### src/logic/cap2_err_pkg.sv
package cap2_err_pkg;
	// -------------------------------------------------------------
	// register byte offsets
	// -------------------------------------------------------------
	localparam logic [11:0] OFS_DEV_CTRL_EXT = 12'h0E8;
	localparam logic [11:0] OFS_LINK_CAPS_EXT = 12'h0EC;
	localparam logic [11:0] OFS_LINK_CTRL_EXT = 12'h0F0;
	localparam logic [11:0] OFS_SLOT_CAPS_EXT = 12'h0F4;
	localparam logic [11:0] OFS_SLOT_CTRL_EXT = 12'h0F8;
	localparam logic [11:0] OFS_ERR_CAP_HDR = 12'h100;
	localparam logic [11:0] OFS_UNCORR_FLAGS = 12'h104;
	localparam logic [11:0] OFS_ERR_EVENT_FORCE = 12'h180;
	// -------------------------------------------------------------
	// field positions
	// -------------------------------------------------------------
	localparam int LTR_EN_BIT = 10;
	localparam int BUFFER_FLUSH_FILL_HINT_LO = 13;
	localparam int TLS_LO = 0;
	localparam int ENTER_COMPL_BIT = 4;
	localparam int AUTO_SPD_DIS_BIT = 5;
	localparam int SEL_DEEMPH_BIT = 6;
	localparam int MARGIN_LO = 7;
	localparam int MOD_COMPL_BIT = 10;
	localparam int COMPL_SOS_BIT = 11;
	localparam int COMPL_DEEMPH_BIT = 12;
	localparam int CUR_DEEMPH_BIT = 16;
	// -------------------------------------------------------------
	// reset and constant values
	// -------------------------------------------------------------
	localparam logic [3:0] TLS_RESET = 4'h2;
	localparam logic [15:0] ERR_CAP_ID = 16'h0001;
	localparam logic [3:0] ERR_CAP_VER = 4'h1;
	localparam logic [11:0] ERR_NEXT_PTR = 12'h140;
	// implemented uncorrectable status bits: 0,4,5,12..15,17..21
	localparam logic [31:0] UNCORR_IMPL_MASK = 32'h003EF031;
	localparam logic [31:0] SURPRISE_DOWN_MASK = 32'h00000020;
	// -------------------------------------------------------------
	// error event carrier
	// -------------------------------------------------------------
	typedef struct packed {
		logic access_violation;
		logic unsupported_request;
		logic end_to_end_crc_error;
		logic malformed_packet;
		logic receiver_overflow;
		logic completer_abort;
		logic completion_timeout;
		logic flow_control_error;
		logic poisoned_packet;
		logic surprise_down;
		logic link_protocol_error;
		logic training_error;
	} err_events_t;

	typedef struct packed {
		logic [1:0] htrans;
		logic hwrite;
		logic [2:0] hsize;
		logic [31:0] haddr;
	} ahb_addr_t;
endpackage : cap2_err_pkg

### src/logic/cap2_err_regs.sv
`timescale 1ns/100ps
module cap2_err_regs #(
	parameter bit DOWNSTREAM = 1'b0
) (
	input wire logic core_clk,
	input wire logic reset,
	input wire logic soft_reset,
	input wire logic hsel,
	input wire logic [31:0] haddr,
	input wire logic [1:0] htrans,
	input wire logic hwrite,
	input wire logic [2:0] hsize,
	input wire logic [31:0] hwdata,
	input wire logic hready,
	output logic [31:0] hrdata,
	output logic hreadyout,
	output logic hresp,
	input wire cap2_err_pkg::err_events_t err_events,
	input wire logic cur_deemph_level,
	output logic latency_tolerance_report_en,
	output logic [1:0] buffer_flush_fill_hint,
	output logic [3:0] target_link_speed,
	output logic enter_compliance,
	output logic autonomous_speed_change_disable,
	output logic [2:0] transmit_margin,
	output logic modified_compliance,
	output logic compliance_skip_ordered_sets,
	output logic compliance_deemphasis
);
	// -------------------------------------------------------------
	// ahb address phase capture
	// -------------------------------------------------------------
	cap2_err_pkg::ahb_addr_t addr_reg;
	logic wr_pend_reg;
	logic [31:0] dev_ctrl_reg;
	logic [31:0] link_ctrl_sticky_reg;
	logic auto_spd_reg;
	logic cur_deemph_reg;
	logic [31:0] uncorr_reg;
	logic [31:0] uncorr_next;
	logic [31:0] event_vec;
	logic [31:0] force_vec;
	logic [31:0] rd_word;
	logic wr_now;

	function automatic logic is_addr(input logic [31:0] a, input logic [11:0] ofs);
		is_addr = (a[11:2] == ofs[11:2]) && (a[31:12] == 20'h00000);
	endfunction : is_addr

	assign hreadyout = 1'b1;
	assign hresp = 1'b0;

	always_ff @(posedge core_clk or posedge reset) begin
		if (reset) begin
			addr_reg <= '0;
			wr_pend_reg <= 1'b0;
		end else if (hready) begin
			addr_reg <= '{htrans: htrans, hwrite: hwrite, hsize: hsize, haddr: haddr};
			wr_pend_reg <= hsel && htrans[1] && hwrite;
		end
	end

	assign wr_now = wr_pend_reg;

	// -------------------------------------------------------------
	// device control ext (non-sticky)
	// -------------------------------------------------------------
	always_ff @(posedge core_clk or posedge reset) begin
		if (reset) begin
			dev_ctrl_reg <= '0;
		end else if (soft_reset) begin
			dev_ctrl_reg <= '0;
		end else if (wr_now && is_addr(addr_reg.haddr, cap2_err_pkg::OFS_DEV_CTRL_EXT)) begin
			dev_ctrl_reg <= '0;
			dev_ctrl_reg[cap2_err_pkg::LTR_EN_BIT] <= hwdata[cap2_err_pkg::LTR_EN_BIT];
			dev_ctrl_reg[cap2_err_pkg::BUFFER_FLUSH_FILL_HINT_LO +: 2] <= hwdata[cap2_err_pkg::BUFFER_FLUSH_FILL_HINT_LO +: 2];
		end
	end

	assign latency_tolerance_report_en = dev_ctrl_reg[cap2_err_pkg::LTR_EN_BIT];
	assign buffer_flush_fill_hint = dev_ctrl_reg[cap2_err_pkg::BUFFER_FLUSH_FILL_HINT_LO +: 2];

	// -------------------------------------------------------------
	// link control ext
	// -------------------------------------------------------------
	// sticky part ignores soft reset
	always_ff @(posedge core_clk or posedge reset) begin
		if (reset) begin
			link_ctrl_sticky_reg <= {28'h0000000, cap2_err_pkg::TLS_RESET};
		end else if (wr_now && is_addr(addr_reg.haddr, cap2_err_pkg::OFS_LINK_CTRL_EXT)) begin
			link_ctrl_sticky_reg <= hwdata & 32'h00001F9F;
		end
	end

	always_ff @(posedge core_clk or posedge reset) begin
		if (reset) begin
			auto_spd_reg <= 1'b0;
		end else if (soft_reset) begin
			auto_spd_reg <= 1'b0;
		end else if (wr_now && is_addr(addr_reg.haddr, cap2_err_pkg::OFS_LINK_CTRL_EXT)) begin
			auto_spd_reg <= hwdata[cap2_err_pkg::AUTO_SPD_DIS_BIT];
		end
	end

	always_ff @(posedge core_clk or posedge reset) begin
		if (reset) begin
			cur_deemph_reg <= 1'b0;
		end else if (soft_reset) begin
			cur_deemph_reg <= 1'b0;
		end else begin
			cur_deemph_reg <= cur_deemph_level;
		end
	end

	assign target_link_speed = link_ctrl_sticky_reg[cap2_err_pkg::TLS_LO +: 4];
	assign enter_compliance = link_ctrl_sticky_reg[cap2_err_pkg::ENTER_COMPL_BIT];
	assign autonomous_speed_change_disable = auto_spd_reg;
	assign transmit_margin = link_ctrl_sticky_reg[cap2_err_pkg::MARGIN_LO +: 3];
	assign modified_compliance = link_ctrl_sticky_reg[cap2_err_pkg::MOD_COMPL_BIT];
	assign compliance_skip_ordered_sets = link_ctrl_sticky_reg[cap2_err_pkg::COMPL_SOS_BIT];
	assign compliance_deemphasis = link_ctrl_sticky_reg[cap2_err_pkg::COMPL_DEEMPH_BIT];

	// -------------------------------------------------------------
	// uncorrectable error flags
	// -------------------------------------------------------------
	always_comb begin
		event_vec = '0;
		event_vec[0] = err_events.training_error;
		event_vec[4] = err_events.link_protocol_error;
		event_vec[5] = err_events.surprise_down & DOWNSTREAM;
		event_vec[12] = err_events.poisoned_packet;
		event_vec[13] = err_events.flow_control_error;
		event_vec[14] = err_events.completion_timeout;
		event_vec[15] = err_events.completer_abort;
		event_vec[17] = err_events.receiver_overflow;
		event_vec[18] = err_events.malformed_packet;
		event_vec[19] = err_events.end_to_end_crc_error;
		event_vec[20] = err_events.unsupported_request;
		event_vec[21] = err_events.access_violation;
	end

	// software event injection for test of the flag path
	assign force_vec = (wr_now && is_addr(addr_reg.haddr, cap2_err_pkg::OFS_ERR_EVENT_FORCE))
		? hwdata : 32'h00000000;

	always_comb begin
		uncorr_next = uncorr_reg;
		if (wr_now && is_addr(addr_reg.haddr, cap2_err_pkg::OFS_UNCORR_FLAGS)) begin
			uncorr_next = uncorr_reg & ~hwdata;
		end
		uncorr_next = uncorr_next | event_vec | force_vec;
		uncorr_next = uncorr_next & cap2_err_pkg::UNCORR_IMPL_MASK
			& (DOWNSTREAM ? 32'hFFFFFFFF : ~cap2_err_pkg::SURPRISE_DOWN_MASK);
	end

	always_ff @(posedge core_clk or posedge reset) begin
		if (reset) begin
			uncorr_reg <= '0;
		end else begin
			uncorr_reg <= uncorr_next;
		end
	end

	// -------------------------------------------------------------
	// read mux
	// -------------------------------------------------------------
	always_comb begin
		rd_word = '0;
		if (is_addr(addr_reg.haddr, cap2_err_pkg::OFS_DEV_CTRL_EXT)) begin
			rd_word = dev_ctrl_reg;
		end else if (is_addr(addr_reg.haddr, cap2_err_pkg::OFS_LINK_CAPS_EXT)) begin
			rd_word = '0;
		end else if (is_addr(addr_reg.haddr, cap2_err_pkg::OFS_LINK_CTRL_EXT)) begin
			rd_word = link_ctrl_sticky_reg;
			rd_word[cap2_err_pkg::AUTO_SPD_DIS_BIT] = auto_spd_reg;
			rd_word[cap2_err_pkg::SEL_DEEMPH_BIT] = DOWNSTREAM;
			rd_word[cap2_err_pkg::CUR_DEEMPH_BIT] = cur_deemph_reg;
		end else if (is_addr(addr_reg.haddr, cap2_err_pkg::OFS_SLOT_CAPS_EXT)) begin
			rd_word = '0;
		end else if (is_addr(addr_reg.haddr, cap2_err_pkg::OFS_SLOT_CTRL_EXT)) begin
			rd_word = '0;
		end else if (is_addr(addr_reg.haddr, cap2_err_pkg::OFS_ERR_CAP_HDR)) begin
			rd_word = {cap2_err_pkg::ERR_NEXT_PTR, cap2_err_pkg::ERR_CAP_VER,
				cap2_err_pkg::ERR_CAP_ID};
		end else if (is_addr(addr_reg.haddr, cap2_err_pkg::OFS_UNCORR_FLAGS)) begin
			rd_word = uncorr_reg;
		end
	end

	assign hrdata = rd_word;
endmodule : cap2_err_regs

### config.mk
export PLATFORM = sky130hd
export DESIGN_NAME = cap2_err_regs
export DESIGN_NICKNAME = d
export VERILOG_FILES = /design/src/logic/cap2_err_pkg.sv /design/src/logic/cap2_err_regs.sv
export SDC_FILE = /design/constraint.sdc
export NUM_CORES = 1
export LEC_CHECK = 0
export ABC_AREA = 1
export BUFFER_PORTS_ARGS = -buffer_cell sky130_fd_sc_hd__clkbuf_2
export CORE_ASPECT_RATIO = 0.9
export CORE_MARGIN = 2
export CORE_UTILIZATION = 42
export DETAILED_ROUTE_END_ITERATION = 8
export MAX_ROUTING_LAYER = met4
export PLACE_DENSITY = 0.83
export SETUP_SLACK_MARGIN = 0.3
export SLEW_MARGIN = 20
export SYNTH_ARGS = -nofsm -noshare
export SYNTH_HDL_FRONTEND = slang
export SYNTH_SLANG_ARGS = --single-unit
### constraint.sdc
create_clock -name core_clk -period 1.8 [get_ports core_clk]
set_input_delay 0.36 -clock core_clk [delete_from_list [all_inputs] [get_ports core_clk]]
set_output_delay 0.36 -clock core_clk [all_outputs]
set_load 0.05 [all_outputs]
Yosys cells after proc, flatten, opt, wreduce, memory -nomap -nowiden. Cells that the tools add are included.

Register bits: 89. Bits of input ports: 88. Output and inout port bits: 49. Logic and storage cells: 50.

Equality and inequality tests: 8. Multiplexer cells: 14. Bitwise logic cells: 4. Reductions and logical operators: 17.

Operators by type and width (count): two-way mux 29 bit (5); two-way mux 32 bit (3); two-way mux 22 bit (3); == test 10 x 6 -> 1 bit, second input constant (5); bitwise OR 22 bit (2); == test 10 x 7 -> 1 bit, second input constant (3); bitwise AND 22 bit (1); inverter 22 bit (1); zero test 20 bit (1); logical AND 1 bit (14); nonzero test 2 bit (2); two-way mux 1 bit (3).

Depth between registers and ports, before layout. Gate-level depths: netlist of the first run.

Word-level depth: 9. Mapped depth: 10. Mapped depth without buffers: 10.

Worst setup path before layout of the first run. Ideal clock, no wire load.

Path type: register to output. From: register addr_reg[27] (netlist name). To: output port hrdata[11]. Arrival: 1822 ps. Required time: 1440 ps. Setup slack: -382 ps. Cell stages (with the launch flop): 8. Buffers on the path: 0. Path through: dfrtp_1 -> nor2_1 -> nand2_1 -> nor2_2 -> nand3_2 -> nor2_2 -> inv_2 -> nor2_1.

Word-level cells in the longest chain between the ends: 8.

Ends and longest elaborated chain: start, declared (RTL line cap2_err_regs.sv:33) `cap2_err_pkg::ahb_addr_t addr_reg;`; start signal, assigned (RTL line cap2_err_regs.sv:58) `addr_reg <= '{htrans: htrans, hwrite: hwrite, hsize: hsize, haddr: haddr};`; zero test 20 bit * (RTL line cap2_err_regs.sv:47) `is_addr = (a[11:2] == ofs[11:2]) && (a[31:12] == 20'h00000);`; logical AND 1 bit (RTL line cap2_err_regs.sv:47); two-way mux 29 bit (RTL line cap2_err_regs.sv:182) `end else if (is_addr(addr_reg.haddr, cap2_err_pkg::OFS_ERR_CAP_HDR)) begin`; two-way mux 29 bit (RTL line cap2_err_regs.sv:180) `end else if (is_addr(addr_reg.haddr, cap2_err_pkg::OFS_SLOT_CTRL_EXT)) begin`; two-way mux 29 bit (RTL line cap2_err_regs.sv:178) `end else if (is_addr(addr_reg.haddr, cap2_err_pkg::OFS_SLOT_CAPS_EXT)) begin`; two-way mux 29 bit (RTL line cap2_err_regs.sv:173) `end else if (is_addr(addr_reg.haddr, cap2_err_pkg::OFS_LINK_CTRL_EXT)) begin`; two-way mux 29 bit (RTL line cap2_err_regs.sv:171) `end else if (is_addr(addr_reg.haddr, cap2_err_pkg::OFS_LINK_CAPS_EXT)) begin`; two-way mux 32 bit * (RTL line cap2_err_regs.sv:169) `if (is_addr(addr_reg.haddr, cap2_err_pkg::OFS_DEV_CTRL_EXT)) begin`; end, declared (RTL line cap2_err_regs.sv:15) `output logic [31:0] hrdata,`.

Every way passes the cells marked *; elsewhere a longest branch is shown, timed or not.

Worst setup path after layout of the first run.
From: register addr_reg[8] (netlist name). To: register auto_spd_reg, in the netlist autonomous_speed_change_disable.

Word-level cells in the longest chain between the ends: 4.

Ends and longest elaborated chain: == test 10 x 6 -> 1 bit (RTL line cap2_err_regs.sv:47); logical AND 1 bit (RTL line cap2_err_regs.sv:47); logical AND 1 bit (RTL line cap2_err_regs.sv:100) `end else if (wr_now && is_addr(addr_reg.haddr, cap2_err_pkg::OFS_LINK_CTRL_EXT)) begin`; nonzero test 2 bit (no line); end signal, assigned (RTL line cap2_err_regs.sv:101) `auto_spd_reg <= hwdata[cap2_err_pkg::AUTO_SPD_DIS_BIT];`; end, declared (RTL line cap2_err_regs.sv:37) `logic auto_spd_reg;`.

Every way passes these cells. A chain may end at the register's enable or synchronous reset.

==> results of run 1 <==
## where the power goes
group	total (mW)	switching, mW	leakage (nW)	internal [mW]
clock network	1.05	0.494	0.0920	0.559
logic	0.406	0.228	1.87	0.178
registers	1.41	0.0434	0.634	1.37
## routing by layer
layer,up-vias,track usage [%]
met4,0,6.55
met2,111,41.0
met3,10,7.32
li1,1448,-
met1,1425,25.9
met5,-,-
## layout by cell type, fill, tap and decap left out, types with 7 or more instances in the layout
cell type,instances
sky130_fd_sc_hd__nand2_4,16
sky130_fd_sc_hd__nand4_1,17
sky130_fd_sc_hd__clkbuf_8,19
sky130_fd_sc_hd__buf_4,21
sky130_fd_sc_hd__nor2_2,7
sky130_fd_sc_hd__inv_1,56
sky130_fd_sc_hd__buf_8,9
sky130_fd_sc_hd__nand3_2,9
sky130_fd_sc_hd__nand3_1,16
sky130_fd_sc_hd__mux2_2,16
sky130_fd_sc_hd__conb_1,11
sky130_fd_sc_hd__clkbuf_2,82
sky130_fd_sc_hd__nor2_1,13
sky130_fd_sc_hd__nor2_4,20
sky130_fd_sc_hd__buf_12,10
sky130_fd_sc_hd__nand2_1,79
sky130_fd_sc_hd__nand2_2,10
sky130_fd_sc_hd__buf_6,16
sky130_fd_sc_hd__dfrtp_1,57
sky130_fd_sc_hd__o21ai_0,15
## area by class of cell
cell class	count	area [sq um]	share of cell area, %
well taps	93	116	2.37
clock buffers	12	155	3.16
flip-flops and latches	58	1450	29.6
clock inverters	3	15.0	0.306
repair buffers	153	1360	27.7
inverters	62	248	5.05
multi-input cells	242	1560	31.8
## final timing paths
kind                                                                    end                    start  slack [ps]  cells after the start
worst max-delay path            autonomous_speed_change_disable$_DFFE_PP0P_  addr_reg[8]$_DFFE_PP0P_        -480                     19
worst max register to register  autonomous_speed_change_disable$_DFFE_PP0P_  addr_reg[8]$_DFFE_PP0P_        -480                     19
min in group core_clk                              cur_deemph_reg$_DFF_PP0_               soft_reset         210                      2
max in group asynchronous               link_ctrl_sticky_reg[1]$_DFFE_PP1P_                    reset        1400                      3
worst min register to register                      uncorr_reg[0]$_DFF_PP0_  uncorr_reg[0]$_DFF_PP0_         480                      2
worst min-delay path                    link_ctrl_sticky_reg[3]$_DFFE_PP0P_                    reset          70                      3
## cells in the mapped netlist
cell                         n
sky130_fd_sc_hd__nand2_1   105
sky130_fd_sc_hd__inv_1      59
sky130_fd_sc_hd__dfrtp_1    57
sky130_fd_sc_hd__nor2_1     34
sky130_fd_sc_hd__nand3_1    24
sky130_fd_sc_hd__o21ai_0    23
sky130_fd_sc_hd__nand4_1    17
sky130_fd_sc_hd__mux2_2     16
sky130_fd_sc_hd__buf_4      12
sky130_fd_sc_hd__buf_2       6
sky130_fd_sc_hd__nor2_2      6
sky130_fd_sc_hd__clkbuf_1    5
sky130_fd_sc_hd__inv_2       3
sky130_fd_sc_hd__conb_1      2
sky130_fd_sc_hd__nand3_2     2
sky130_fd_sc_hd__nor3_1      2
sky130_fd_sc_hd__buf_6       1
sky130_fd_sc_hd__dfstp_2     1
sky130_fd_sc_hd__nand4_2     1
sky130_fd_sc_hd__nor3_4      1
## through the flow
stage	hold slack (ps)	cell area (sq um)
after floorplan	425	3210
after global placement	450	4000
after detailed placement	459	4000
after CTS	90.2	4730
after global routing	106	4900
final	72.8	4900
## critical path: stages (launching register included)
cell                      delay (ps)
sky130_fd_sc_hd__dfrtp_1         380
sky130_fd_sc_hd__inv_2            80
sky130_fd_sc_hd__nand2_2          70
sky130_fd_sc_hd__nor2_4          110
sky130_fd_sc_hd__buf_6           110
sky130_fd_sc_hd__buf_6            80
sky130_fd_sc_hd__buf_6            80
sky130_fd_sc_hd__buf_6            80
sky130_fd_sc_hd__buf_6            80
sky130_fd_sc_hd__buf_6            90
sky130_fd_sc_hd__buf_6            90
sky130_fd_sc_hd__buf_6            80
sky130_fd_sc_hd__buf_6            80
sky130_fd_sc_hd__nand4_4          80
sky130_fd_sc_hd__nor3_4          200
sky130_fd_sc_hd__buf_6           150
sky130_fd_sc_hd__buf_12          100
sky130_fd_sc_hd__buf_16          110
sky130_fd_sc_hd__nand3_2          70
sky130_fd_sc_hd__nand2_1         110
## cell families (layout without fill, tap and decap cells)
family / after synthesis / count (layout)
compound gates: 23 / 23
simple gates: 192 / 192
flops: 58 / 58
buf+inv: 86 / 230
mux: 16 / 16
other cells: 2 / 11
## repair_timing
| action | CTS | global route |
|---|---|---|
| cloned | 3 | 0 |
| gates resized for setup | 97 | 39 |
| setup endpoints to repair | 50 | 49 |
| setup buffers | 14 | 4 |
| endpoints found under the hold margin | 0 | 0 |
| pin swaps | 5 | 10 |
==> metrics.csv, run 1 <==
stage;metric;value;unit
outcome;run status;finished with violations;
outcome;violated checks;setup timing;
grt;overall routing resource usage;23.5;%
synthesis;post-synthesis instance area;2980;sq um
clock_tree;clk sinks;58;
synthesis;number of standard cells after synthesis;377;
grt;maximum number of pins on one net before global-route repair;59;
final_layout;Layout Area Growth over Synthesis;64.4;%
floorplan;initial core utilization;42.8;%
synthesis;simple-gate share of the synthesized area;28.3;%
final_layout;antenna fix cells;0;
clock_tree;clock-pin transition on the worst setup and hold timing paths;70;ps
floorplan;width of the die;92.8;um
final_layout;number of fillers in the final layout;539;
routing;wire length on met3;550;um
floorplan;Core Region;6970;sq um
synthesis;complex-gate fraction of the synthesized area;3.86;%
setup_path;type of the setup path with the least slack;flip-flop to flip-flop;
routing;highest layer used for signal routing;met4;
synthesis;adder-cell share of the synthesized area;0;%
timing;setup repair after global routing missed its margin;true;
synthesis;mux cell area share after synthesis;6.04;%
place;placed instance count;587;
place;worst slack, placed;-239;ps
routing;wire per inst;13.9;um
setup_path;maximum fanout encountered on the critical timing path;5;
routing;count of vias placed by the detailed router;2994;
floorplan;I/O pin count;137;
synthesis;count of state elements after synthesis;58;
setup_path;required time of the critical path;2070;ps
clock_tree;number of buffers added to fix hold violations after cts;0;
clock_tree;Clock Root Buffer;sky130_fd_sc_hd__clkbuf_8;
grt;first-pass GRT wire length;13900;um
place;number of port buffers;106;
timing;Clock Skews;7.65;ps
grt;sum of overflow across all layers after global routing;0;
place;half-perimeter wire length of the detailed placement result;5450;um
setup_path;critical path startpoint category;flip-flop;
synthesis;largest family of logic cells by synthesized area;simple AND/OR/NAND/NOR gates;
clock_tree;CTS tree;yes;
synthesis;portion of synthesized cell area occupied by the leading cell type;47.8;%
floorplan;Total Die Area;7790;sq um
routing;Post-DRT Antenna Nets;0;
synthesis;count of synthesis-stage warnings from yosys;0;
routing;WL met1;3280;um
clock_tree;clock buffers created by TritonCTS;9;
timing;total negative slack;-13840;ps
hold_path;class of the tightest hold or removal check;input port to asynchronous set/reset pin;
job;max-cap violation count;0;
routing;Detailed Routing Iterations Pass 1;5;
setup_path;endpoint arrival time on the critical path;2550;ps
pwr;total power of the final layout;2.87;mW
timing;Tcrit/Tclk final;127;%
final_layout;max reg flops;30;
clock_tree;number of buffers on the longest clock path;2;
timing;achievable clock frequency;0.439;GHz
pwr;worst vdd ir;0.000601;V
clock_tree;H-tree depth;3;
floorplan;number of placement rows;29;
timing;number of failing hold endpoints at the final stage;0;
floorplan;Die Ht;84.0;um
clock_tree;Clk Latency, worst-skew pair;340;ps
synthesis;Yosys top cell by area;sky130_fd_sc_hd__dfrtp_1;
routing;Vias per Instance;4.81;
grt;antenna violations before repair;0;
routing;DRC marker count from the first detailed-route iteration;128;
place;final weighted congestion of routability-driven global placement;0.851;
final_layout;final core utilization;70.4;%
synthesis;sequential-to-total area share from yosys stat;48.7;%
setup_path;sort of element at the end of the critical path;flip-flop;
synthesis;Post-Synthesis Mean Instance Area;7.91;sq um
synthesis;largest cells by area after synthesis;sky130_fd_sc_hd__dfrtp_1, sky130_fd_sc_hd__nand2_1, sky130_fd_sc_hd__inv_1;
timing;final setup violation count;35;
routing;Post-route DRC;0;
timing;final worst setup slack;-479;ps
final_layout;final-stage net count;614;
routing;detailed-route wire length;8630;um
synthesis;count of cell types in the netlist;20;
synthesis;synthesized-area fraction occupied by xor and xnor cells;0;%
pwr;leakage power;2.59;nW
timing;Period minus WS final;2280;ps
routing;met2 wire length;4720;um
pwr;power per cell area;586;nW/um^2
final_layout;Non-Filler Instances;623;
timing;pins over their slew limit;0;
final_layout;fraction of layout cells with a size suffix above 1;49.2;%
grt;number of global-route vias before repair;3078;
Power figures use the tool's default switching activity.
==> run 2: changes to the inputs <==
- BUFFER_PORTS_ARGS: -buffer_cell sky130_fd_sc_hd__clkbuf_2 -> default
- CORE_UTILIZATION: 42 -> 53
- DONT_BUFFER_PORTS: default -> 1
- PLACE_DENSITY: 0.83 -> 0.78
==> metrics.csv, run 2 (same netlist as run 1, synthesis figures left out) <==
stage;metric;value;unit;change
setup_path;required time of the critical path;1440;ps;-630 ps
timing;final setup violation count;35;;unchanged
setup_path;slack of the worst reg-to-reg path;-200;ps;+280 ps
outcome;run status;finished with violations;;
pwr;power per cell area;678;nW/um^2;+16%
pwr;total power of the final layout;2.93;mW;+1.9%
setup_path;Critical Path Sink;hrdata[14];;
routing;DRC marker count from the first detailed-route iteration;234;;+83%
outcome;violated checks;setup timing;;
grt;number of global-route vias before repair;2662;;-14%
routing;count of vias placed by the detailed router;2860;;-4.5%
clock_tree;clock buffers created by TritonCTS;9;;unchanged
grt;global routing's busiest layer;met2;;
timing;number of failing hold endpoints at the final stage;0;;unchanged
floorplan;Total Die Area;6250;sq um;-20%
grt;maximum number of pins on one net before global-route repair;59;;unchanged
timing;total negative slack;-11350;ps;+2490 ps
grt;overall routing resource usage;27.2;%;+3.7 points
timing;Period minus WS final;2230;ps;-53.0 ps
place;number of port buffers;0;;-100%
place;Post-Place Cell Area;3720;sq um;-6.9%
final_layout;max reg flops;30;;unchanged
floorplan;number of placement rows;25;;-14%
floorplan;initial core utilization;55.8;%;+13 points
clock_tree;clk sinks;58;;unchanged
grt;antenna violations before repair;0;;unchanged
setup_path;type of the setup path with the least slack;flip-flop to output pin;;
grt;met1 layer usage reported by global route;29.5;%;+3.7 points
setup_path;critical path startpoint;addr_reg[8]$_DFFE_PP0P_;;
timing;setup repair after global routing missed its margin;true;;
final_layout;final standard cell area without fillers;4320;sq um;-12%
timing;achievable clock frequency;0.449;GHz;+2.4%
final_layout;Non-Filler Instances;509;;-18%
clock_tree;Clock Root Buffer;sky130_fd_sc_hd__clkbuf_8;;
routing;Detailed Routing Iterations Pass 1;5;;unchanged
grt;global routing met3 resource utilization;9.76;%;+2.4 points
place;placed instance count;476;;-19%
final_layout;most frequent standard cell in the layout excluding fill and tap cells;sky130_fd_sc_hd__nand2_1;;
setup_path;worst r2r path cells;13;;-6
routing;Post-route DRC;0;;unchanged
pwr;worst vdd ir;0.000670;V;+11%
setup_path;reg-to-reg critical path startpoint;addr_reg[21]$_DFFE_PP0P_;;
setup_path;endpoint arrival time on the critical path;1870;ps;-680 ps
final_layout;final core utilization;80.7;%;+10 points
job;max-cap violation count;0;;unchanged
routing;Vias per Instance;5.62;;+17%
timing;Tcrit/Tclk final;124;%;-2.9 points
final_layout;Layout Area Growth over Synthesis;44.8;%;
final_layout;most frequent cells in the layout;sky130_fd_sc_hd__nand2_1, sky130_fd_sc_hd__dfrtp_1, sky130_fd_sc_hd__inv_1;;
grt;first-pass GRT wire length;12700;um;-9.2%
place;half-perimeter wire length of the detailed placement result;5320;um;-2.3%
grt;met2 routing resource usage after global routing;48.6;%;+7.5 points
setup_path;critical path startpoint category;flip-flop;;
pwr;leakage power;2.14;nW;-17%
hold_path;class of the tightest hold or removal check;input port to flip-flop;;
floorplan;I/O pin count;137;;unchanged
clock_tree;Clk Latency, worst-skew pair;350;ps;about the same
setup_path;maximum fanout encountered on the critical timing path;5;;unchanged
place;final weighted congestion of routability-driven global placement;0.841;;-1.2%
clock_tree;CTS tree;yes;;
floorplan;width of the die;83.1;um;-11%
clock_tree;clock-pin transition on the worst setup and hold timing paths;70;ps;about the same
timing;Worst Tran Pin Value;546;ps;
timing;Rel. slew slack;63.6;%;
routing;detailed-route wire length;9100;um;+5.4%
routing;wire per inst;17.9;um;+29%
final_layout;antenna fix cells;0;;unchanged
floorplan;Die Ht;75.2;um;-10%
grt;sum of overflow across all layers after global routing;0;;unchanged
floorplan;Core Region;5350;sq um;-23%
timing;final worst setup slack;-426;ps;+53.0 ps
clock_tree;H-tree depth;3;;unchanged
clock_tree;number of buffers on the longest clock path;2;;unchanged
setup_path;worst flop-to-flop path endpoint;autonomous_speed_change_disable$_DFFE_PP0P_;;
routing;Post-DRT Antenna Nets;0;;unchanged
timing;Clock Skews;9.17;ps;+1.51 ps
final_layout;fraction of layout cells with a size suffix above 1;38.2;%;-11 points
timing;pins over their slew limit;0;;unchanged
setup_path;sort of element at the end of the critical path;output pin;;
final_layout;final-stage net count;525;;-14%
[run 2: cell types whose count changed in the layout (fill, tap and decap cells not counted), sizes merged]
cell / previous run / this run
bufinv: 0 / 1
dlygate4sd3: 0 / 1
clkinv: 3 / 1
clkbuf: 106 / 12
buf: 59 / 62
clkinvlp: 2 / 4
inv: 60 / 61
[run 2: timing repair]
| action | in CTS | in global routing |
|---|---|---|
| endpoints found under the setup margin | 49 | 49 |
| gates cloned | 2 | 0 |
| hold buffers | 1 | 0 |
| pin swaps | 6 | 19 |
| buffers inserted | 3 | 11 |
| endpoints found under the hold margin | 57 | 0 |
| gates resized for setup | 15 | 54 |
[run 2: per-layer routing]
metal	part of all wire (%)	routed length, um	vias to the layer above
met5	0	0	-
met4	4.3	387	0
met3	8.6	780	49
met2	51	4620	194
met1	36	3310	1347
li1	-	-	1270
[run 2: worst max-delay path, stage by stage, from the launching register on]
cell and delay, ps:
sky130_fd_sc_hd__dfrtp_1 390, sky130_fd_sc_hd__inv_2 70, sky130_fd_sc_hd__nand2_1 60, sky130_fd_sc_hd__nor2_2 150, sky130_fd_sc_hd__nand4_1 170, sky130_fd_sc_hd__nor2_4 200
sky130_fd_sc_hd__buf_12 150, sky130_fd_sc_hd__inv_8 50, sky130_fd_sc_hd__nand3_1 130, sky130_fd_sc_hd__nand2_4 140
[run 2: worst min path at each step]
stage	slack (ps)	to	cells past startpoint	from
6_report	80	cur_deemph_reg$_DFF_PP0_	1	soft_reset
3_3_place_gp	330	link_ctrl_sticky_reg[3]$_DFFE_PP0P_	2	reset
3_5_place_dp	330	addr_reg[4]$_DFFE_PP0P_	2	reset
5_1_grt	70	cur_deemph_reg$_DFF_PP0_	1	soft_reset
2_1_floorplan	430	cur_deemph_reg$_DFF_PP0_	1	soft_reset
4_1_cts	70	cur_deemph_reg$_DFF_PP0_	1	soft_reset
[run 2: report_power, final]
part | internal [mW] | leakage [nW] | total [mW] | switching [mW]
combinational | 0.105 | 1.41 | 0.286 | 0.181
clock | 0.712 | 0.0986 | 1.23 | 0.518
sequential | 1.37 | 0.634 | 1.41 | 0.0409
total | 2.19 | 2.14 | 2.93 | 0.741
[run 2: per-stage QoR]
stage / hold WS (ps) / setup WS, ps
floorplan: 425 / -56.8
global placement: 334 / -21.9
detailed placement: 335 / -52.8
CTS: 66.0 / -456
global route: 69.7 / -536
finish: 75.7 / -426
[run 2: cell type report]
type                            count  area (sq um)
Multi-Input combinational cell    242          1530
Sequential cell                    58          1450
Fill cell                         297          1030
Timing Repair Buffer               63           792
Inverter                           62           250
Clock buffer                       12           155
Tap cell                           67          83.8
Clock inverter                      4          50.0
Timing Repair inverter              1          8.76
==> run 3: changes to the inputs <==
- CTS_BUF_LIST: default -> sky130_fd_sc_hd__clkbuf_8
==> metrics.csv, run 3 (same netlist as run 1, synthesis figures left out) <==
stage;metric;value;unit;change
clock_tree;clock-pin transition on the worst setup and hold timing paths;70;ps;about the same
timing;number of failing hold endpoints at the final stage;0;;unchanged
setup_path;worst r2r path cells;13;;unchanged
pwr;total power of the final layout;2.92;mW;-0.20%
final_layout;Layout Area Growth over Synthesis;44.8;%;unchanged
setup_path;endpoint arrival time on the critical path;1860;ps;about the same
pwr;power per cell area;677;nW/um^2;-0.20%
final_layout;final-stage net count;525;;unchanged
outcome;violated checks;setup timing;;
place;number of port buffers;0;;unchanged
place;half-perimeter wire length of the detailed placement result;5320;um;unchanged
timing;Period minus WS final;2220;ps;-1.26 ps
floorplan;width of the die;83.1;um;unchanged
timing;setup repair after global routing missed its margin;true;;
setup_path;reg-to-reg critical path startpoint;addr_reg[21]$_DFFE_PP0P_;;
grt;first-pass GRT wire length;12700;um;unchanged
timing;Worst Tran Pin Value;546;ps;+0.0319 ps
pwr;leakage power;2.15;nW;+0.19%
final_layout;most frequent cells in the layout;sky130_fd_sc_hd__nand2_1, sky130_fd_sc_hd__inv_1, sky130_fd_sc_hd__dfrtp_1;;
routing;detailed-route wire length;9120;um;+0.24%
final_layout;fraction of layout cells with a size suffix above 1;38.2;%;unchanged
grt;sum of overflow across all layers after global routing;0;;unchanged
setup_path;type of the setup path with the least slack;flip-flop to output pin;;
floorplan;Die Ht;75.2;um;unchanged
setup_path;sort of element at the end of the critical path;output pin;;
job;max-cap violation count;0;;unchanged
grt;maximum number of pins on one net before global-route repair;59;;unchanged
routing;wire per inst;17.9;um;+0.24%
outcome;run status;finished with violations;;
final_layout;max reg flops;30;;unchanged
timing;final setup violation count;35;;unchanged
floorplan;I/O pin count;137;;unchanged
timing;total negative slack;-11330;ps;+19.9 ps
final_layout;antenna fix cells;0;;unchanged
final_layout;most frequent standard cell in the layout excluding fill and tap cells;sky130_fd_sc_hd__nand2_1;;
floorplan;Total Die Area;6250;sq um;unchanged
clock_tree;clock buffers created by TritonCTS;9;;unchanged
clock_tree;number of buffers on the longest clock path;2;;unchanged
floorplan;initial core utilization;55.8;%;unchanged
timing;Tcrit/Tclk final;124;%;about the same
clock_tree;clk sinks;58;;unchanged
timing;Rel. slew slack;63.6;%;about the same
place;final weighted congestion of routability-driven global placement;0.841;;unchanged
final_layout;final standard cell area without fillers;4320;sq um;unchanged
clock_tree;CTS tree;yes;;
setup_path;maximum fanout encountered on the critical timing path;5;;unchanged
routing;wire length on met3;817;um;+4.7%
setup_path;Critical Path Sink;hrdata[14];;
routing;Detailed Routing Iterations Pass 1;5;;unchanged
routing;met2 wire length;4610;um;about the same
pwr;worst vdd ir;0.000670;V;about the same
clock_tree;Clk Latency, worst-skew pair;350;ps;about the same
timing;achievable clock frequency;0.450;GHz;about the same
clock_tree;Clock Root Buffer;sky130_fd_sc_hd__clkbuf_8;;
floorplan;Core Region;5350;sq um;unchanged
setup_path;critical path startpoint category;flip-flop;;
routing;count of vias placed by the detailed router;2871;;+0.38%
grt;number of global-route vias before repair;2662;;unchanged
routing;Post-route DRC;0;;unchanged
floorplan;number of placement rows;25;;unchanged
timing;Clock Skews;8.77;ps;-0.391 ps
routing;DRC marker count from the first detailed-route iteration;234;;unchanged
routing;WL met1;3310;um;-0.21%
setup_path;worst flop-to-flop path endpoint;autonomous_speed_change_disable$_DFFE_PP0P_;;
clock_tree;H-tree depth;3;;unchanged
routing;highest layer used for signal routing;met4;;
timing;pins over their slew limit;0;;unchanged
routing;Vias per Instance;5.64;;+0.38%
place;Post-Place Cell Area;3720;sq um;unchanged
setup_path;slack of the worst reg-to-reg path;-200;ps;about the same
grt;antenna violations before repair;0;;unchanged
setup_path;required time of the critical path;1440;ps;about the same
routing;Post-DRT Antenna Nets;0;;unchanged
timing;final worst setup slack;-425;ps;+1.26 ps
grt;overall routing resource usage;27.2;%;unchanged
hold_path;class of the tightest hold or removal check;input port to flip-flop;;
setup_path;critical path startpoint;addr_reg[8]$_DFFE_PP0P_;;
[run 3: metrics by stage]
| stage | setup slack, ps | cells | hold slack [ps] | utilization [%] |
|---|---|---|---|---|
| after floorplan | -56.8 | 386 | 425 | - |
| after global placement | -21.9 | 476 | 334 | 69.6 |
| after detailed placement | -52.8 | 476 | 335 | 69.6 |
| after CTS | -456 | 498 | 65.5 | 75.8 |
| after global routing | -536 | 509 | 69.6 | 80.7 |
| final | -425 | 509 | 75.7 | 80.7 |
[run 3: how the worst min path moves through the flow]
stage | to | startpoint | cells after the start | slack [ps]
floorplan | cur_deemph_reg$_DFF_PP0_ | soft_reset | 1 | 430
global placement | link_ctrl_sticky_reg[3]$_DFFE_PP0P_ | reset | 2 | 330
detailed placement | addr_reg[4]$_DFFE_PP0P_ | reset | 2 | 330
CTS | cur_deemph_reg$_DFF_PP0_ | soft_reset | 1 | 70
global route | cur_deemph_reg$_DFF_PP0_ | soft_reset | 1 | 70
finish | cur_deemph_reg$_DFF_PP0_ | soft_reset | 1 | 80
[run 3: report_power, final]
part | leakage (nW) | switching, mW | internal (mW)
combinational | 1.41 | 0.181 | 0.105
sequential | 0.634 | 0.0409 | 1.37
clock | 0.103 | 0.518 | 0.706
total | 2.15 | 0.740 | 2.18
[run 3: repair_timing]
action | 4_1_cts | 5_1_grt
cloned | 2 | 0
setup endpoints to repair | 49 | 49
setup buffers | 3 | 11
hold buffers | 1 | 0
pin swaps | 6 | 19
hold endpoints to repair | 57 | 0
resized for setup | 15 | 54
[run 3: metal layers]
metal	global-route usage, %	vias up
met2	48.6	203
met5	-	-
met4	6.92	0
met1	29.5	1349
met3	9.76	49
li1	-	1270
[run 3: critical path, cell delays in order, from the launching register on]
cell and delay, ps:
sky130_fd_sc_hd__dfrtp_1 390, sky130_fd_sc_hd__inv_2 70, sky130_fd_sc_hd__nand2_1 60, sky130_fd_sc_hd__nor2_2 150, sky130_fd_sc_hd__nand4_1 170, sky130_fd_sc_hd__nor2_4 200
sky130_fd_sc_hd__buf_12 150, sky130_fd_sc_hd__inv_8 50, sky130_fd_sc_hd__nand3_1 130, sky130_fd_sc_hd__nand2_4 140
[run 3: layout make-up]
cell class / count / area [sq um]
Timing Repair inverter: 1 / 8.76
Timing Repair Buffer: 63 / 792
Fill cell: 297 / 1030
Inverter: 62 / 250
Sequential cell: 58 / 1450
Clock buffer: 11 / 151
Multi-Input combinational cell: 242 / 1530
Clock inverter: 5 / 53.8
Tap cell: 67 / 83.8
